## src/include/timer16_defs.vh

```
// register map, field positions and reset values of the 16-bit timer block
`ifndef TIMER16_DEFS_VH
`define TIMER16_DEFS_VH

// apb byte offsets
`define OFS_MODE_CTRL 12'h000
`define OFS_PRESC_MODE 12'h004
`define OFS_OUT_CTRL 12'h008
`define OFS_PRIMARY_CMP 12'h00c
`define OFS_SECONDARY_CMP 12'h010
`define OFS_COUNT_VALUE 12'h014

// timer_mode_control fields
`define MODE_HI 3
`define MODE_LO 2
`define MODE_STOP 2'h0
`define MODE_FREE 2'h1
`define MODE_CLR_EDGE 2'h2
`define MODE_CLR_MATCH 2'h3

// prescaler_mode fields
`define CLK_SEL_HI 1
`define CLK_SEL_LO 0
`define EDGE_SEL_HI 5
`define EDGE_SEL_LO 4
`define CLK_SEL_FULL 2'h0
`define CLK_SEL_DIV4 2'h1
`define CLK_SEL_DIV256 2'h2
`define CLK_SEL_EVENT 2'h3
`define EDGE_FALL 2'h0
`define EDGE_RISE 2'h1
`define EDGE_BOTH 2'h3

// timer_output_control fields
`define OUT_ENABLE_BIT 0
`define INV_PRIMARY_BIT 1
`define LEVEL_CLEAR_BIT 2
`define LEVEL_SET_BIT 3
`define INV_SECONDARY_BIT 4

// reset values
`define RST_MODE_CTRL 2'h0
`define RST_PRESC_MODE 2'h0
`define RST_EDGE_SEL 2'h0
`define RST_OUT_CTRL 8'h00
`define RST_COMPARE 16'h0000
`define RST_COUNT 16'h0000

// prescaler terminal values for the divided count clocks
`define DIV4_TERMINAL 8'h03
`define DIV256_TERMINAL 8'hff

`endif

```

## src/rtl/timer16_edge_filter.v

```verilog
// two-flop synchroniser and two-sample glitch filter for the event input pin
`timescale 1ns/10ps
module timer16_edge_filter (
	input wire i_clk,
	input wire i_rst,
	input wire i_pin,
	output reg o_rise,
	output reg o_fall
);
	reg meta_q;
	reg sync_q;
	reg prev_q;
	reg level_q;

	// level accepted only after two equal samples, so one-cycle spikes vanish
	always @(posedge i_clk or posedge i_rst) begin
		if (i_rst) begin
			meta_q <= 1'b0;
			sync_q <= 1'b0;
			prev_q <= 1'b0;
			level_q <= 1'b0;
			o_rise <= 1'b0;
			o_fall <= 1'b0;
		end else begin
			meta_q <= i_pin;
			sync_q <= meta_q;
			prev_q <= sync_q;
			o_rise <= 1'b0;
			o_fall <= 1'b0;
			if (sync_q == prev_q && sync_q != level_q) begin
				level_q <= sync_q;
				o_rise <= sync_q;
				o_fall <= ~sync_q;
			end
		end
	end
endmodule // timer16_edge_filter

```

## src/rtl/timer16_top.v

```verilog
// 16-bit interval / square-wave / event counter timer with apb registers
`timescale 1ns/10ps
`include "timer16_defs.vh"
module timer16_top #(
	parameter CNT_W = 16,
	parameter ADDR_W = 12
) (
	input wire I_MCLK,
	input wire I_SYS_RST,
	input wire I_PSEL,
	input wire I_PENABLE,
	input wire I_PWRITE,
	input wire [ADDR_W-1:0] I_PADDR,
	input wire [31:0] I_PWDATA,
	output reg [31:0] O_PRDATA,
	output reg O_PREADY,
	output reg O_PSLVERR,
	input wire I_EVENT_IN_PIN,
	output reg O_TIMER_OUT_PIN,
	output reg O_PRIMARY_MATCH_IRQ,
	output reg O_SECONDARY_MATCH_IRQ
);
	// software registers
	reg [1:0] op_mode_q;
	reg [1:0] clk_sel_q;
	reg [1:0] edge_sel_q;
	reg out_enable_q;
	reg inv_primary_q;
	reg inv_secondary_q;
	reg [CNT_W-1:0] primary_compare_q;
	reg [CNT_W-1:0] secondary_compare_q;

	// timer state
	reg [CNT_W-1:0] count_value_q;
	reg [CNT_W-1:0] count_value_d;
	reg [7:0] presc_q;
	reg started_q;
	reg out_level_q;
	reg out_level_d;
	reg primary_hit;
	reg secondary_hit;
	reg tick;

	// bus decode
	reg [31:0] rdata_d;
	reg mapped_d;
	wire setup_phase;
	wire access_done;
	wire wr_en;
	wire wr_mode;
	wire wr_presc;
	wire wr_out;
	wire wr_pcmp;
	wire wr_scmp;

	// filtered event edges
	wire ev_rise;
	wire ev_fall;
	reg ev_edge;
	wire running;

	timer16_edge_filter timer16_edge_filter_i (
		.i_clk(I_MCLK),
		.i_rst(I_SYS_RST),
		.i_pin(I_EVENT_IN_PIN),
		.o_rise(ev_rise),
		.o_fall(ev_fall)
	);

	// valid edge of the event pin, as picked by the edge select field
	always @* begin
		case (edge_sel_q)
			`EDGE_FALL: ev_edge = ev_fall;
			`EDGE_RISE: ev_edge = ev_rise;
			`EDGE_BOTH: ev_edge = ev_rise | ev_fall;
			default: ev_edge = 1'b0;
		endcase
	end

	assign running = (op_mode_q != `MODE_STOP);

	// apb: answer is registered, so every access takes exactly one wait-free access cycle
	assign setup_phase = I_PSEL & ~I_PENABLE;
	assign access_done = I_PSEL & I_PENABLE & O_PREADY;
	assign wr_en = access_done & I_PWRITE & ~O_PSLVERR;
	assign wr_mode = wr_en && (I_PADDR == `OFS_MODE_CTRL);
	assign wr_presc = wr_en && (I_PADDR == `OFS_PRESC_MODE);
	assign wr_out = wr_en && (I_PADDR == `OFS_OUT_CTRL);
	assign wr_pcmp = wr_en && (I_PADDR == `OFS_PRIMARY_CMP);
	assign wr_scmp = wr_en && (I_PADDR == `OFS_SECONDARY_CMP);

	always @* begin
		rdata_d = 32'h00000000;
		mapped_d = 1'b1;
		if (I_PADDR == `OFS_MODE_CTRL) begin
			rdata_d[`MODE_HI:`MODE_LO] = op_mode_q;
		end else if (I_PADDR == `OFS_PRESC_MODE) begin
			rdata_d[`CLK_SEL_HI:`CLK_SEL_LO] = clk_sel_q;
			rdata_d[`EDGE_SEL_HI:`EDGE_SEL_LO] = edge_sel_q;
		end else if (I_PADDR == `OFS_OUT_CTRL) begin
			// level set / clear are triggers and always read back as zero
			rdata_d[`OUT_ENABLE_BIT] = out_enable_q;
			rdata_d[`INV_PRIMARY_BIT] = inv_primary_q;
			rdata_d[`INV_SECONDARY_BIT] = inv_secondary_q;
		end else if (I_PADDR == `OFS_PRIMARY_CMP) begin
			rdata_d[CNT_W-1:0] = primary_compare_q;
		end else if (I_PADDR == `OFS_SECONDARY_CMP) begin
			rdata_d[CNT_W-1:0] = secondary_compare_q;
		end else if (I_PADDR == `OFS_COUNT_VALUE) begin
			rdata_d[CNT_W-1:0] = count_value_q;
		end else begin
			mapped_d = 1'b0;
		end
	end

	always @(posedge I_MCLK or posedge I_SYS_RST) begin
		if (I_SYS_RST) begin
			O_PRDATA <= 32'h00000000;
			O_PREADY <= 1'b0;
			O_PSLVERR <= 1'b0;
		end else begin
			O_PREADY <= setup_phase;
			if (setup_phase) begin
				O_PRDATA <= rdata_d;
				O_PSLVERR <= ~mapped_d;
			end else if (access_done) begin
				O_PRDATA <= 32'h00000000;
				O_PSLVERR <= 1'b0;
			end
		end
	end

	// register writes
	always @(posedge I_MCLK or posedge I_SYS_RST) begin
		if (I_SYS_RST) begin
			op_mode_q <= `RST_MODE_CTRL;
			clk_sel_q <= `RST_PRESC_MODE;
			edge_sel_q <= `RST_EDGE_SEL;
			out_enable_q <= 1'b0;
			inv_primary_q <= 1'b0;
			inv_secondary_q <= 1'b0;
			primary_compare_q <= `RST_COMPARE;
			secondary_compare_q <= `RST_COMPARE;
		end else begin
			if (wr_mode) begin
				op_mode_q <= I_PWDATA[`MODE_HI:`MODE_LO];
			end
			if (wr_presc) begin
				clk_sel_q <= I_PWDATA[`CLK_SEL_HI:`CLK_SEL_LO];
				edge_sel_q <= I_PWDATA[`EDGE_SEL_HI:`EDGE_SEL_LO];
			end
			if (wr_out) begin
				out_enable_q <= I_PWDATA[`OUT_ENABLE_BIT];
				inv_primary_q <= I_PWDATA[`INV_PRIMARY_BIT];
				inv_secondary_q <= I_PWDATA[`INV_SECONDARY_BIT];
			end
			// zero is not guarded; in clear-on-match mode a zero compare simply fires every count clock after the arming one
			if (wr_pcmp) begin
				primary_compare_q <= I_PWDATA[CNT_W-1:0];
			end
			if (wr_scmp) begin
				secondary_compare_q <= I_PWDATA[CNT_W-1:0];
			end
		end
	end

	// count clock: prescaler runs only while the timer runs, so phase restarts with it
	always @* begin
		case (clk_sel_q)
			`CLK_SEL_FULL: tick = running;
			`CLK_SEL_DIV4: tick = running && ({6'h00, presc_q[1:0]} == `DIV4_TERMINAL);
			`CLK_SEL_DIV256: tick = running && (presc_q == `DIV256_TERMINAL);
			default: tick = running && ev_edge;
		endcase
	end

	always @(posedge I_MCLK or posedge I_SYS_RST) begin
		if (I_SYS_RST) begin
			presc_q <= 8'h00;
		end else if (!running) begin
			presc_q <= 8'h00;
		end else begin
			presc_q <= presc_q + 8'h01;
		end
	end

	// counter next value and match events
	always @* begin
		count_value_d = count_value_q;
		primary_hit = 1'b0;
		secondary_hit = 1'b0;
		if (!running) begin
			count_value_d = `RST_COUNT;
		end else if (op_mode_q == `MODE_CLR_EDGE && ev_edge && clk_sel_q != `CLK_SEL_EVENT) begin
			// event pin cannot be both clock and clear source
			count_value_d = `RST_COUNT;
		end else if (tick && started_q) begin
			primary_hit = (count_value_q == primary_compare_q);
			secondary_hit = (count_value_q == secondary_compare_q);
			if (primary_hit && op_mode_q == `MODE_CLR_MATCH) begin
				count_value_d = `RST_COUNT;
			end else begin
				count_value_d = count_value_q + {{(CNT_W-1){1'b0}}, 1'b1};
			end
		end
	end

	// first edge after start only arms the counter, giving compare plus two
	always @(posedge I_MCLK or posedge I_SYS_RST) begin
		if (I_SYS_RST) begin
			started_q <= 1'b0;
		end else if (!running) begin
			started_q <= 1'b0;
		end else if (tick) begin
			started_q <= 1'b1;
		end
	end

	// in the divided and full-rate clocks the arming edge is the first count clock
	always @(posedge I_MCLK or posedge I_SYS_RST) begin
		if (I_SYS_RST) begin
			count_value_q <= `RST_COUNT;
		end else begin
			count_value_q <= count_value_d;
		end
	end

	// output level: trigger bits set it, matches invert it, disable forces low
	always @* begin
		out_level_d = out_level_q;
		if (!out_enable_q) begin
			out_level_d = 1'b0;
		end else begin
			if (wr_out && I_PWDATA[`LEVEL_SET_BIT] && !I_PWDATA[`LEVEL_CLEAR_BIT]) begin
				out_level_d = 1'b1;
			end else if (wr_out && I_PWDATA[`LEVEL_CLEAR_BIT] && !I_PWDATA[`LEVEL_SET_BIT]) begin
				out_level_d = 1'b0;
			end
			if ((primary_hit && inv_primary_q) ^ (secondary_hit && inv_secondary_q)) begin
				out_level_d = ~out_level_d;
			end
		end
	end

	always @(posedge I_MCLK or posedge I_SYS_RST) begin
		if (I_SYS_RST) begin
			out_level_q <= 1'b0;
			O_TIMER_OUT_PIN <= 1'b0;
			O_PRIMARY_MATCH_IRQ <= 1'b0;
			O_SECONDARY_MATCH_IRQ <= 1'b0;
		end else begin
			out_level_q <= out_level_d;
			O_TIMER_OUT_PIN <= out_level_d;
			O_PRIMARY_MATCH_IRQ <= primary_hit;
			O_SECONDARY_MATCH_IRQ <= secondary_hit;
		end
	end
endmodule // timer16_top

```

## config.mk

```make
export PLATFORM = sky130hd
export DESIGN_NAME = timer16_top
export DESIGN_NICKNAME = d
export VERILOG_FILES = /design/src/rtl/timer16_edge_filter.v /design/src/rtl/timer16_top.v
export VERILOG_INCLUDE_DIRS = /design/src /design/src/include
export SDC_FILE = /design/constraint.sdc
export NUM_CORES = 1
export LEC_CHECK = 0
export BUFFER_PORTS_ARGS = -buffer_cell sky130_fd_sc_hd__buf_2
export CAP_MARGIN = 15
export CELL_PAD_IN_SITES_DETAIL_PLACEMENT = 0
export CELL_PAD_IN_SITES_GLOBAL_PLACEMENT = 2
export CORE_ASPECT_RATIO = 1.2
export CORE_MARGIN = 3
export CORE_UTILIZATION = 25
export CTS_CLUSTER_DIAMETER = 30
export DETAILED_ROUTE_END_ITERATION = 10
export PLACE_DENSITY_LB_ADDON = 0.1
export SYNTH_ARGS = -nofsm -noshare
export SYNTH_HDL_FRONTEND = slang
export SYNTH_SLANG_ARGS = --single-unit
```

## constraint.sdc

```tcl
create_clock -name I_MCLK -period 4.2 [get_ports I_MCLK]
set_input_delay 1.26 -clock I_MCLK [delete_from_list [all_inputs] [get_ports I_MCLK]]
set_output_delay 1.26 -clock I_MCLK [all_outputs]
set_load 0.05 [all_outputs]
```

==> impl_metrics.toml, run 1 <==
[floorplanning]
fp.dieH_um = 160
dieArea_um2 = 21500
initial_core_util_pct = 25.9
io_pins = 87
rows = 55
core-area_um2 = 19100
fp.dieW_um = 134

[worst_setup_path]
r2r_slack_ns = 1.51
crit_type = "primary input to register"
cp.required_ns = 4.48
crit_path_top_delay_cell = "and3_1"
r2r-end = "count_value_q[6]$_DFFE_PP0P_"
crit_top_cell = "and3_1"
r2r-start = "clk_sel_q[0]$_DFFE_PP0P_"
critical_path.cell_chain = "buf_2, nor3_1, and3_1, and3_1, a222oi_1, o21ai_1"
cpPeakStageDelay_ns = 0.68
worstPathMaxFanout = 15
worstSetupStartpointType = "primary input"
crit_arrival_ns = 3.18
r2r_cells = 8
crit_path_end_kind = "register"

[min_path]
hold_class = "register to register"
whs_path_depth = 0
hp-start = "timer16_edge_filter_i.meta_q$_DFF_PP0_"
hold_path_end = "timer16_edge_filter_i.sync_q$_DFF_PP0_"

[global_routing]
top_usage_layer = "met2"
grt_max_degree = 57
grt_pass1_wl_um = 22400
grt_pass1_vias = 3728
antenna_found_initial = 0
grtUsageTotal_pct = 13.6
use_met3_pct = 2.17
grt-ovfl-total = 0
use_met2_pct = 22.8
use_met1_pct = 17.8

[yosys]
postSynthAreaPerCell_um2 = 11.0
synth-seq-cells = 93
syn_area_um2 = 4950
synth-edff-count = 0
ys_async_sr_fraction_pct = 100
synthFlopType = "dfrtp_1"
yosysTopAreaCell = "dfrtp_1"
synth.top_cells.by_area = "dfrtp_1 47%, mux2_2 7.7%, xor2_1 5.5%"
synth.top_cell.area_share_pct = 47.0
synthTopCellsByCount = "93 x dfrtp_1, 34 x mux2_2, 32 x nand2_1"
netlist_instances = 452
yosys.cell_count.top_type = "dfrtp_1"
yosysSeqAreaShare_pct = 47.0
ys.warnings.count = 0
synth.distinct_cells = 58

[timing]
grt_setup_unrepaired = "no"
finalSetupViolCount = 0
finalHoldViolations = 0
min_period_ns = 2.90
whs_ns = 0.351
clock-skew-final_ns = 0.00808
worstMarginPinSlew_ns = 0.914
relSlewSlack_pct = 38.8
tns_ns = 0
max_clock_freq_ghz = 0.345
finalCritPeriodShare_pct = 69.1
drv_slew = 0

[cts]
htreeDepth = 3
worst_skew_pair.late_latency_ns = 0.36
hold_buffers = 0
cts_buffer_depth = 2
clk_pin_slew_worst_paths_ns = 0.07
clockRootBuffer = "clkbuf_16"
post_cts_resized = 0
postCtsSetupBuffers = 0
cts_tree = "built"
cts_inserted_buffers = 9
clkSinkCount = 93

[detailed_routing]
drc = 0
detail_route.wl_per_cell_um = 18.5
ant_nets = 0
num_vias = 3532
viasPerCell = 4.67
first_pass_iters = 5
drtIter0Drc = 191
drt_wl_total_um = 14000

[placement]
detailed_place_hpwl_um = 10200
gp_congestion = 0.725
io_buffers = 54

[layout]
fillers = 2055
syn2layout_area_growth_pct = 14.9
drive_gt1_share_pct = 26.1
layout.nets = 552
antenna_cells = 0

[power_and_ir_drop]
p_total_uw = 1880
ir_worst_vdd_mv = 0.198
power_density_nw_per_um2 = 330
leakage_uw = 0.00264

[job]
max-cap-violations = 0

[outcome]
outcome = "complete, no violations"
==> kinds of logic (layout without fill, tap and decap cells) <==
| group | Yosys count | count (layout) | share of synthesized area (%) |
|---|---|---|---|
| fa+ha+maj | 6 | 6 | 1.52 |
| mux | 41 | 41 | 9.32 |
| simple gates | 122 | 122 | 13.3 |
| compound gates | 81 | 81 | 13.1 |
| xor+xnor | 51 | 51 | 9.02 |
| other cells | 1 | 16 | 0.0757 |
| buf+inv | 57 | 91 | 6.67 |
| flops | 93 | 93 | 47.0 |
==> where the power goes <==
part | internal (uW) | switching, uW | total [uW]
Sequential | 900 | 4.09 | 904
Clock | 471 | 392 | 863
Combinational | 22.7 | 89.9 | 113
Total | 1390 | 486 | 1880
==> per-stage QoR <==
stage               area [um2]  setup WS, ns  util [%]  std cells
floorplan                 5010         0.520         -        467
global route              5690          1.13      29.7        757
CTS                       5690          1.36      29.7        757
detailed placement        5390         0.965      28.1        741
finish                    5690          1.30      29.7        757
global placement          5390         0.984      28.1        741
==> worst max-delay path, delay by kind of cell <==
family | cells | cell delay [ns]
and+or+nand+nor | 3 | 1.36
AOI/OAI and AO/OA | 2 | 0.46
buffers and inverters | 1 | 0.10
==> worst max-delay path by stage <==
stage	from	end	slack [ns]	cells after the start
3_5_place_dp	I_PADDR[11]	O_PRDATA[2]$_DFFE_PP0P_	0.97	6
4_1_cts	I_PADDR[11]	O_PRDATA[13]$_DFFE_PP0P_	1.36	6
6_report	I_PADDR[11]	O_PRDATA[2]$_DFFE_PP0P_	1.30	6
3_3_place_gp	I_PADDR[11]	O_PRDATA[2]$_DFFE_PP0P_	0.98	6
2_1_floorplan	I_SYS_RST	O_PRDATA[0]$_DFFE_PP0P_	0.52	1
5_1_grt	I_PADDR[11]	O_PRDATA[14]$_DFFE_PP0P_	1.13	6
==> metal layers <==
| layer | up-vias | wire length (um) |
|---|---|---|
| li1 | 1684 | - |
| met1 | 1758 | 6170 |
| met2 | 77 | 7090 |
| met3 | 13 | 569 |
| met4 | 0 | 205 |
| met5 | - | 0 |
==> final cells by class <==
| type | count | area, um2 | share of cell area [%] |
|---|---|---|---|
| sequential | 93 | 2330 | 40.9 |
| clock inverter | 7 | 78.8 | 1.39 |
| timing repair buffer | 60 | 328 | 5.76 |
| inverter | 15 | 58.8 | 1.03 |
| tap | 256 | 320 | 5.63 |
| clock buffer | 9 | 225 | 3.96 |
| multi-input combinational | 317 | 2350 | 41.3 |
==> registers in the layout, summed over array words and instances, names as in the netlist, 2 cells and up <==
register	cells
O_PRDATA	16
count_value_q	16
primary_compare_q	16
secondary_compare_q	16
presc_q	8
clk_sel_q	2
edge_sel_q	2
op_mode_q	2
==> cells in the final DEF (no fill, tap or decap), drive strengths merged, types with 7 or more instances in the layout <==
cell type / count
dfrtp: 93
buf: 60
mux2: 41
nand2: 33
nor2: 32
xor2: 31
o21ai: 27
xnor2: 20
inv: 19
conb: 16
a222oi: 13
nand4: 10
clkbuf: 9
and3: 9
nand3: 9
a21oi: 8
nor4: 8
o2111ai: 7
nor3: 7
Note: power is estimated with default switching activity, not from simulation.
==> run 2: changes to the inputs <==
- ABC_AREA: unset -> 1
- clock period: 4.2 -> 2.8 ns (I/O delays scaled with it)
==> run 2 against run 1 <==
Against the previous run:
- synthesized cell count is 51% higher
- clock power is 58% higher
- final area is 9.4% higher
- register-to-register slack worse by 0.86 ns
- via count is 29% higher
- final cell count is 34% higher
- non-clock buffer count is 9 higher
- hold slack better by 0.0044 ns
- area after synthesis is 7.1% higher
- critical path type is now register to register
- critical endpoint is now count_value_q[3]$_DFFE_PP0P_
==> impl_metrics.toml, run 2 <==
[outcome]
outcome = "complete, no violations"

[floorplanning]
core-area_um2 = 20500
fp.dieW_um = 139
fp.dieH_um = 166
dieArea_um2 = 23000
io_pins = 87
rows = 57
initial_core_util_pct = 25.8

[worst_setup_path]
crit_path_top_delay_cell = "dfrtp_1"
path_delay_family = "simple AND/OR/NAND/NOR gates"
crit_type = "register to register"
worstSetupStartpointType = "register"
cpPeakStageDelay_ns = 0.41
crit_top_cell = "nand2_1"
crit_arrival_ns = 2.38
cp_num_buf_inv = 3
worstPathMaxFanout = 17
crit_path_end_kind = "register"
cp.required_ns = 3.04
critical_path.cell_chain = "inv_1, ha_1, inv_1, a21oi_1, nand2_1, nand2_1, nand2_1, nand2_2, nand2_4, inv_2, nor2_1, nor2_1, nor3_2"

[timing]
min_period_ns = 2.15
finalHoldViolations = 0
grt_setup_unrepaired = "no"
finalSetupViolCount = 0
clock-skew-final_ns = 0.00830
worstMarginPinSlew_ns = 0.626
max_clock_freq_ghz = 0.466
drv_slew = 0
finalCritPeriodShare_pct = 76.6
relSlewSlack_pct = 58.2
tns_ns = 0

[global_routing]
grt-ovfl-total = 0
antenna_found_initial = 0
grt_max_degree = 37
grtUsageTotal_pct = 14.4
grt_pass1_vias = 4564
grt_pass1_wl_um = 25800

[power_and_ir_drop]
p_sw_uw = 725
comb_power_share_pct = 6.5
power_density_nw_per_um2 = 468
ir_worst_vdd_mv = 0.280
seq_power_share_pct = 46.9
intPower_uw = 2190
power.share.clock_pct = 46.6
swShare_pct = 24.9
leakage_uw = 0.00304

[cts]
post_cts_resized = 0
hold_buffers = 0
clkSinkCount = 93
postCtsSetupBuffers = 0
clockRootBuffer = "clkbuf_16"
cts_buffer_depth = 2
cts_inserted_buffers = 9
htreeDepth = 3
worst_skew_pair.late_latency_ns = 0.35
cts_tree = "built"
clk_pin_slew_worst_paths_ns = 0.07

[detailed_routing]
viasPerCell = 4.49
drc = 0
detail_route.wl_per_cell_um = 15.8
num_vias = 4548
ant_nets = 0
drtIter0Drc = 193
first_pass_iters = 4
drt_wl_total_um = 16000

[placement]
io_buffers = 54
detailed_place_hpwl_um = 12200
dpl.cell_count = 998
gp_congestion = 0.789

[layout]
syn2layout_area_growth_pct = 17.4
antenna_cells = 0
layout_commonest_cell = "nand2_1"
fin_cells = 1013
fillers = 2237
layout.nets = 800
fin_util_pct = 30.3
mostFrequentLayoutCells = "188 x nand2_1, 93 x dfrtp_1, 81 x inv_1, 55 x nor2_1, 54 x buf_2"
drive_gt1_share_pct = 17.4

[yosys]
synth-edff-count = 0
ys_async_sr_fraction_pct = 100
synth.top_cells.by_area = "dfrtp_1 44%, nand2_1 13%, inv_1 5.8%"
yosysTopAreaCell = "dfrtp_1"
synth.top_cell.area_share_pct = 43.9
synth-seq-cells = 93
synth.distinct_cells = 43
synthTopCellsByCount = "188 x nand2_1, 93 x dfrtp_1, 82 x inv_1"
ys.warnings.count = 0
postSynthAreaPerCell_um2 = 7.77
synthFlopType = "dfrtp_1"
yosysSeqAreaShare_pct = 43.9
syn_area_um2 = 5300
netlist_instances = 683
yosys.cell_count.top_type = "nand2_1"

[job]
max-cap-violations = 0

[min_path]
hold_class = "register to register"
## run 2: cell count changes after synthesis, moves of 19 or more
cell     change
xnor2_1     -19
nor2_1      +24
nand2_1    +156
nand3_1     +24
mux2_2      -34
inv_1       +68
o21ai_0     +37
## run 2: through the flow
stage	cell area [um2]	worst slack (ns)	total power [uW]	hold WS, ns
after floorplan	5360	0.798	1540	0.331
after global placement	5910	0.400	1580	0.340
after detailed placement	5910	0.377	1590	0.339
after CTS	6220	0.595	2980	0.359
after global routing	6220	0.394	3060	0.362
final	6220	0.654	2910	0.356
## run 2: cells by family after synthesis
kind of cell             after synthesis  share of synthesized area [%]
AO/OA/AOI/OAI                        104                           11.9
XOR/XNOR                              18                           2.97
adder cells (fa/ha/maj)                6                           1.42
buffers and inverters                127                           10.8
flip-flops                            93                           43.9
other                                  1                         0.0707
AND/OR/NAND/NOR                      334                           28.9
## run 2: cell type report
cell class / count / area (um2) / share of cell area, %
multi-input cells: 478 / 2460 / 39.5
inverters: 93 / 355 / 5.71
clock buffers: 9 / 225 / 3.62
well taps: 265 / 332 / 5.33
repair buffers: 69 / 433 / 6.95
clock inverters: 6 / 93.8 / 1.51
flip-flops and latches: 93 / 2330 / 37.4
## run 2: layer usage
metal | up-vias | share of wire [%] | track usage, %
li1 | 2295 | - | -
met3 | 17 | 2.8 | 2.42
met1 | 2166 | 43 | 17.4
met5 | - | 0 | 0
met4 | 0 | 2.3 | 5.03
met2 | 70 | 52 | 26.1
## run 2: power groups by stage
stage,registers [uW],logic [uW],clock network (uW)
finish,1370,190,1360
global route,1370,214,1480
CTS,1370,197,1420
detailed placement,1390,196,0
global placement,1390,193,0
floorplan,1400,137,0
## run 2: worst paths after layout
check | start | to | slack [ns] | depth (start not counted)
min reg2reg | timer16_edge_filter_i.meta_q$_DFF_PP0_ | timer16_edge_filter_i.sync_q$_DFF_PP0_ | 0.36 | 0
min in group asynchronous | I_SYS_RST | count_value_q[11]$_DFFE_PP0P_ | 0.57 | 2
max | clk_sel_q[0]$_DFFE_PP0P_ | count_value_q[3]$_DFFE_PP0P_ | 0.65 | 13
max reg2reg | clk_sel_q[0]$_DFFE_PP0P_ | count_value_q[3]$_DFFE_PP0P_ | 0.65 | 13
min | timer16_edge_filter_i.meta_q$_DFF_PP0_ | timer16_edge_filter_i.sync_q$_DFF_PP0_ | 0.36 | 0
max in group asynchronous | I_SYS_RST | secondary_compare_q[6]$_DFFE_PP0P_ | 1.64 | 3
==> run 3: changes to the inputs <==
- ABC_AREA: 1 -> 0
- clock period: 2.8 -> 2.05 ns (I/O delays scaled with it)
==> run 3 against run 2 <==
Against the previous run:
- the flow now finishes with violations (setup timing)
- utilization grew 3.7 points
- flip-flop and latch count is the same
- final area up 4.6%
- clock-buffer cell count grew 1
- largest power group unchanged
- die area down 6.4%
- final cell count down 18%
- critical path type unchanged
- total power is 29% higher
- via count decreased by 16%
- first-iteration DRC count fell by 18%
- fmax rose by 1.6%
- sequential share of layout area decreased by 1.6 points
- clock skew shrank 0.0027 ns
==> impl_metrics.toml, run 3 (synthesis results as in run 1) <==
[outcome]
outcome = "finished with violations"
violations = "setup timing"

[worst_setup_path]
cp.required_ns = 2.32
crit_path_end_kind = "register"
crit_type = "register to register"
worstPathMaxFanout = 3
crit_arrival_ns = 2.38
r2r-start = "count_value_q[11]$_DFFE_PP0P_"
crit_start = "count_value_q[11]$_DFFE_PP0P_"
r2r-end = "out_level_q$_DFF_PP0_"
crit_end = "out_level_q$_DFF_PP0_"
r2r_cells = 7
worstSetupStartpointType = "register"
r2r_slack_ns = -0.06

[floorplanning]
core-area_um2 = 19100
fp.dieW_um = 134
initial_core_util_pct = 25.9
dieArea_um2 = 21500
rows = 55
fp.dieH_um = 160
io_pins = 87

[global_routing]
grt-ovfl-total = 0
grt_pass1_vias = 4013
grtUsageTotal_pct = 14.1
grt_pass1_wl_um = 23300
grt_max_degree = 94
antenna_found_initial = 0

[cts]
worst_skew_pair.late_latency_ns = 0.35
clk_pin_slew_worst_paths_ns = 0.07
hold_buffers = 0
cts_buffer_depth = 2
cts_inserted_buffers = 9
clockRootBuffer = "clkbuf_16"
htreeDepth = 3
cts_tree = "built"
clkSinkCount = 93

[power_and_ir_drop]
p_total_uw = 3750
power_density_nw_per_um2 = 576
ir_worst_vdd_mv = 0.350
leakage_uw = 0.00305

[timing]
setup_slack_ns = -0.0618
max_clock_freq_ghz = 0.474
finalHoldViolations = 0
grt_setup_unrepaired = "yes"
finalCritPeriodShare_pct = 103
min_period_ns = 2.11
worstMarginPinSlew_ns = 0.568
drv_slew = 0
clock-skew-final_ns = 0.00560
whs_ns = 0.356
relSlewSlack_pct = 62.0
finalSetupViolCount = 2

[job]
max-cap-violations = 0

[detailed_routing]
ant_nets = 0
drtIter0Drc = 159
viasPerCell = 4.62
num_vias = 3838
first_pass_iters = 5
drt_wl_total_um = 14600
detail_route.wl_per_cell_um = 17.6
drc = 0

[placement]
io_buffers = 54
detailed_place_hpwl_um = 10700
place_ws_ns = -0.234
gp_congestion = 0.759

[layout]
layout_commonest_cell = "dfrtp_1"
mostFrequentLayoutCells = "91 x dfrtp_1, 66 x buf_4, 54 x buf_2, 34 x mux2_2, 32 x nand2_1"
syn2layout_area_growth_pct = 31.5
drive_gt1_share_pct = 39.5
layout.nets = 626
antenna_cells = 0

[min_path]
hold_class = "register to register"
hp-start = "timer16_edge_filter_i.meta_q$_DFF_PP0_"
-- run 3: changes by cell type in the layout (fill, tap and decap cells not counted), moves of 10 or more --
cell	change
a222oi_1	+13
buf_4	+55
inv_1	-70
mux2_2	+34
nand2_1	-156
nand3_1	-25
nor2_1	-25
o21ai_0	-37
o221ai_1	-10
xnor2_1	+14
xor2_1	+14
-- run 3: worst min-delay path by stage --
stage                                                   to  slack (ns)  cells past startpoint
global route        timer16_edge_filter_i.meta_q$_DFF_PP0_        0.35                      1
detailed placement  timer16_edge_filter_i.sync_q$_DFF_PP0_        0.34                      0
global placement    timer16_edge_filter_i.sync_q$_DFF_PP0_        0.34                      0
finish              timer16_edge_filter_i.sync_q$_DFF_PP0_        0.36                      0
floorplan           timer16_edge_filter_i.sync_q$_DFF_PP0_        0.33                      0
CTS                 timer16_edge_filter_i.meta_q$_DFF_PP0_        0.35                      1
-- run 3: layout make-up --
cell class / instances / area [um2]
fill: 1982 / 12600
multi-input combinational: 317 / 2490
sequential: 93 / 2330
timing repair buffer: 134 / 1030
tap: 256 / 320
clock buffer: 10 / 239
inverter: 15 / 62.6
clock inverter: 6 / 46.3
-- run 3: metrics by stage --
step	setup TNS (ns)	std cells	cell area, um2	utilization (%)
finish	-0.0693	831	6510	34.0
global route	-1.76	831	6510	34.0
CTS	-0.143	829	6460	33.8
detailed placement	-5.72	801	5930	31.0
global placement	-5.13	801	5930	31.0
floorplan	-0.183	467	5020	-
-- run 3: power by group --
part	leakage, uW	switching [uW]	internal, uW	total (uW)
registers	0.00128	8.39	1840	1850
logic	0.00163	186	63.7	250
clock network	0.000135	782	866	1650
-- run 3: critical path, cell delays in order, from the launching register on --
cell and delay (ns):
dfrtp_2 0.46, xor2_1 0.17, nor4_2 0.29, buf_4 0.17, nand4_1 0.19, a211o_1 0.30
a2111o_1 0.40, o21ai_1 0.08
-- run 3: per-layer routing --
metal	global-route usage, %	wire [um]	vias to the layer above
met4	5.09	408	0
met1	18.3	6490	1902
li1	-	-	1823
met3	2.52	495	23
met5	0	0	-
met2	23.6	7230	90
-- run 3: timing repair --
action,CTS,global route
setup endpoints to repair,17,17
resized for setup,22,9
cloned,2,0
pin swaps,10,5
setup buffers,11,2
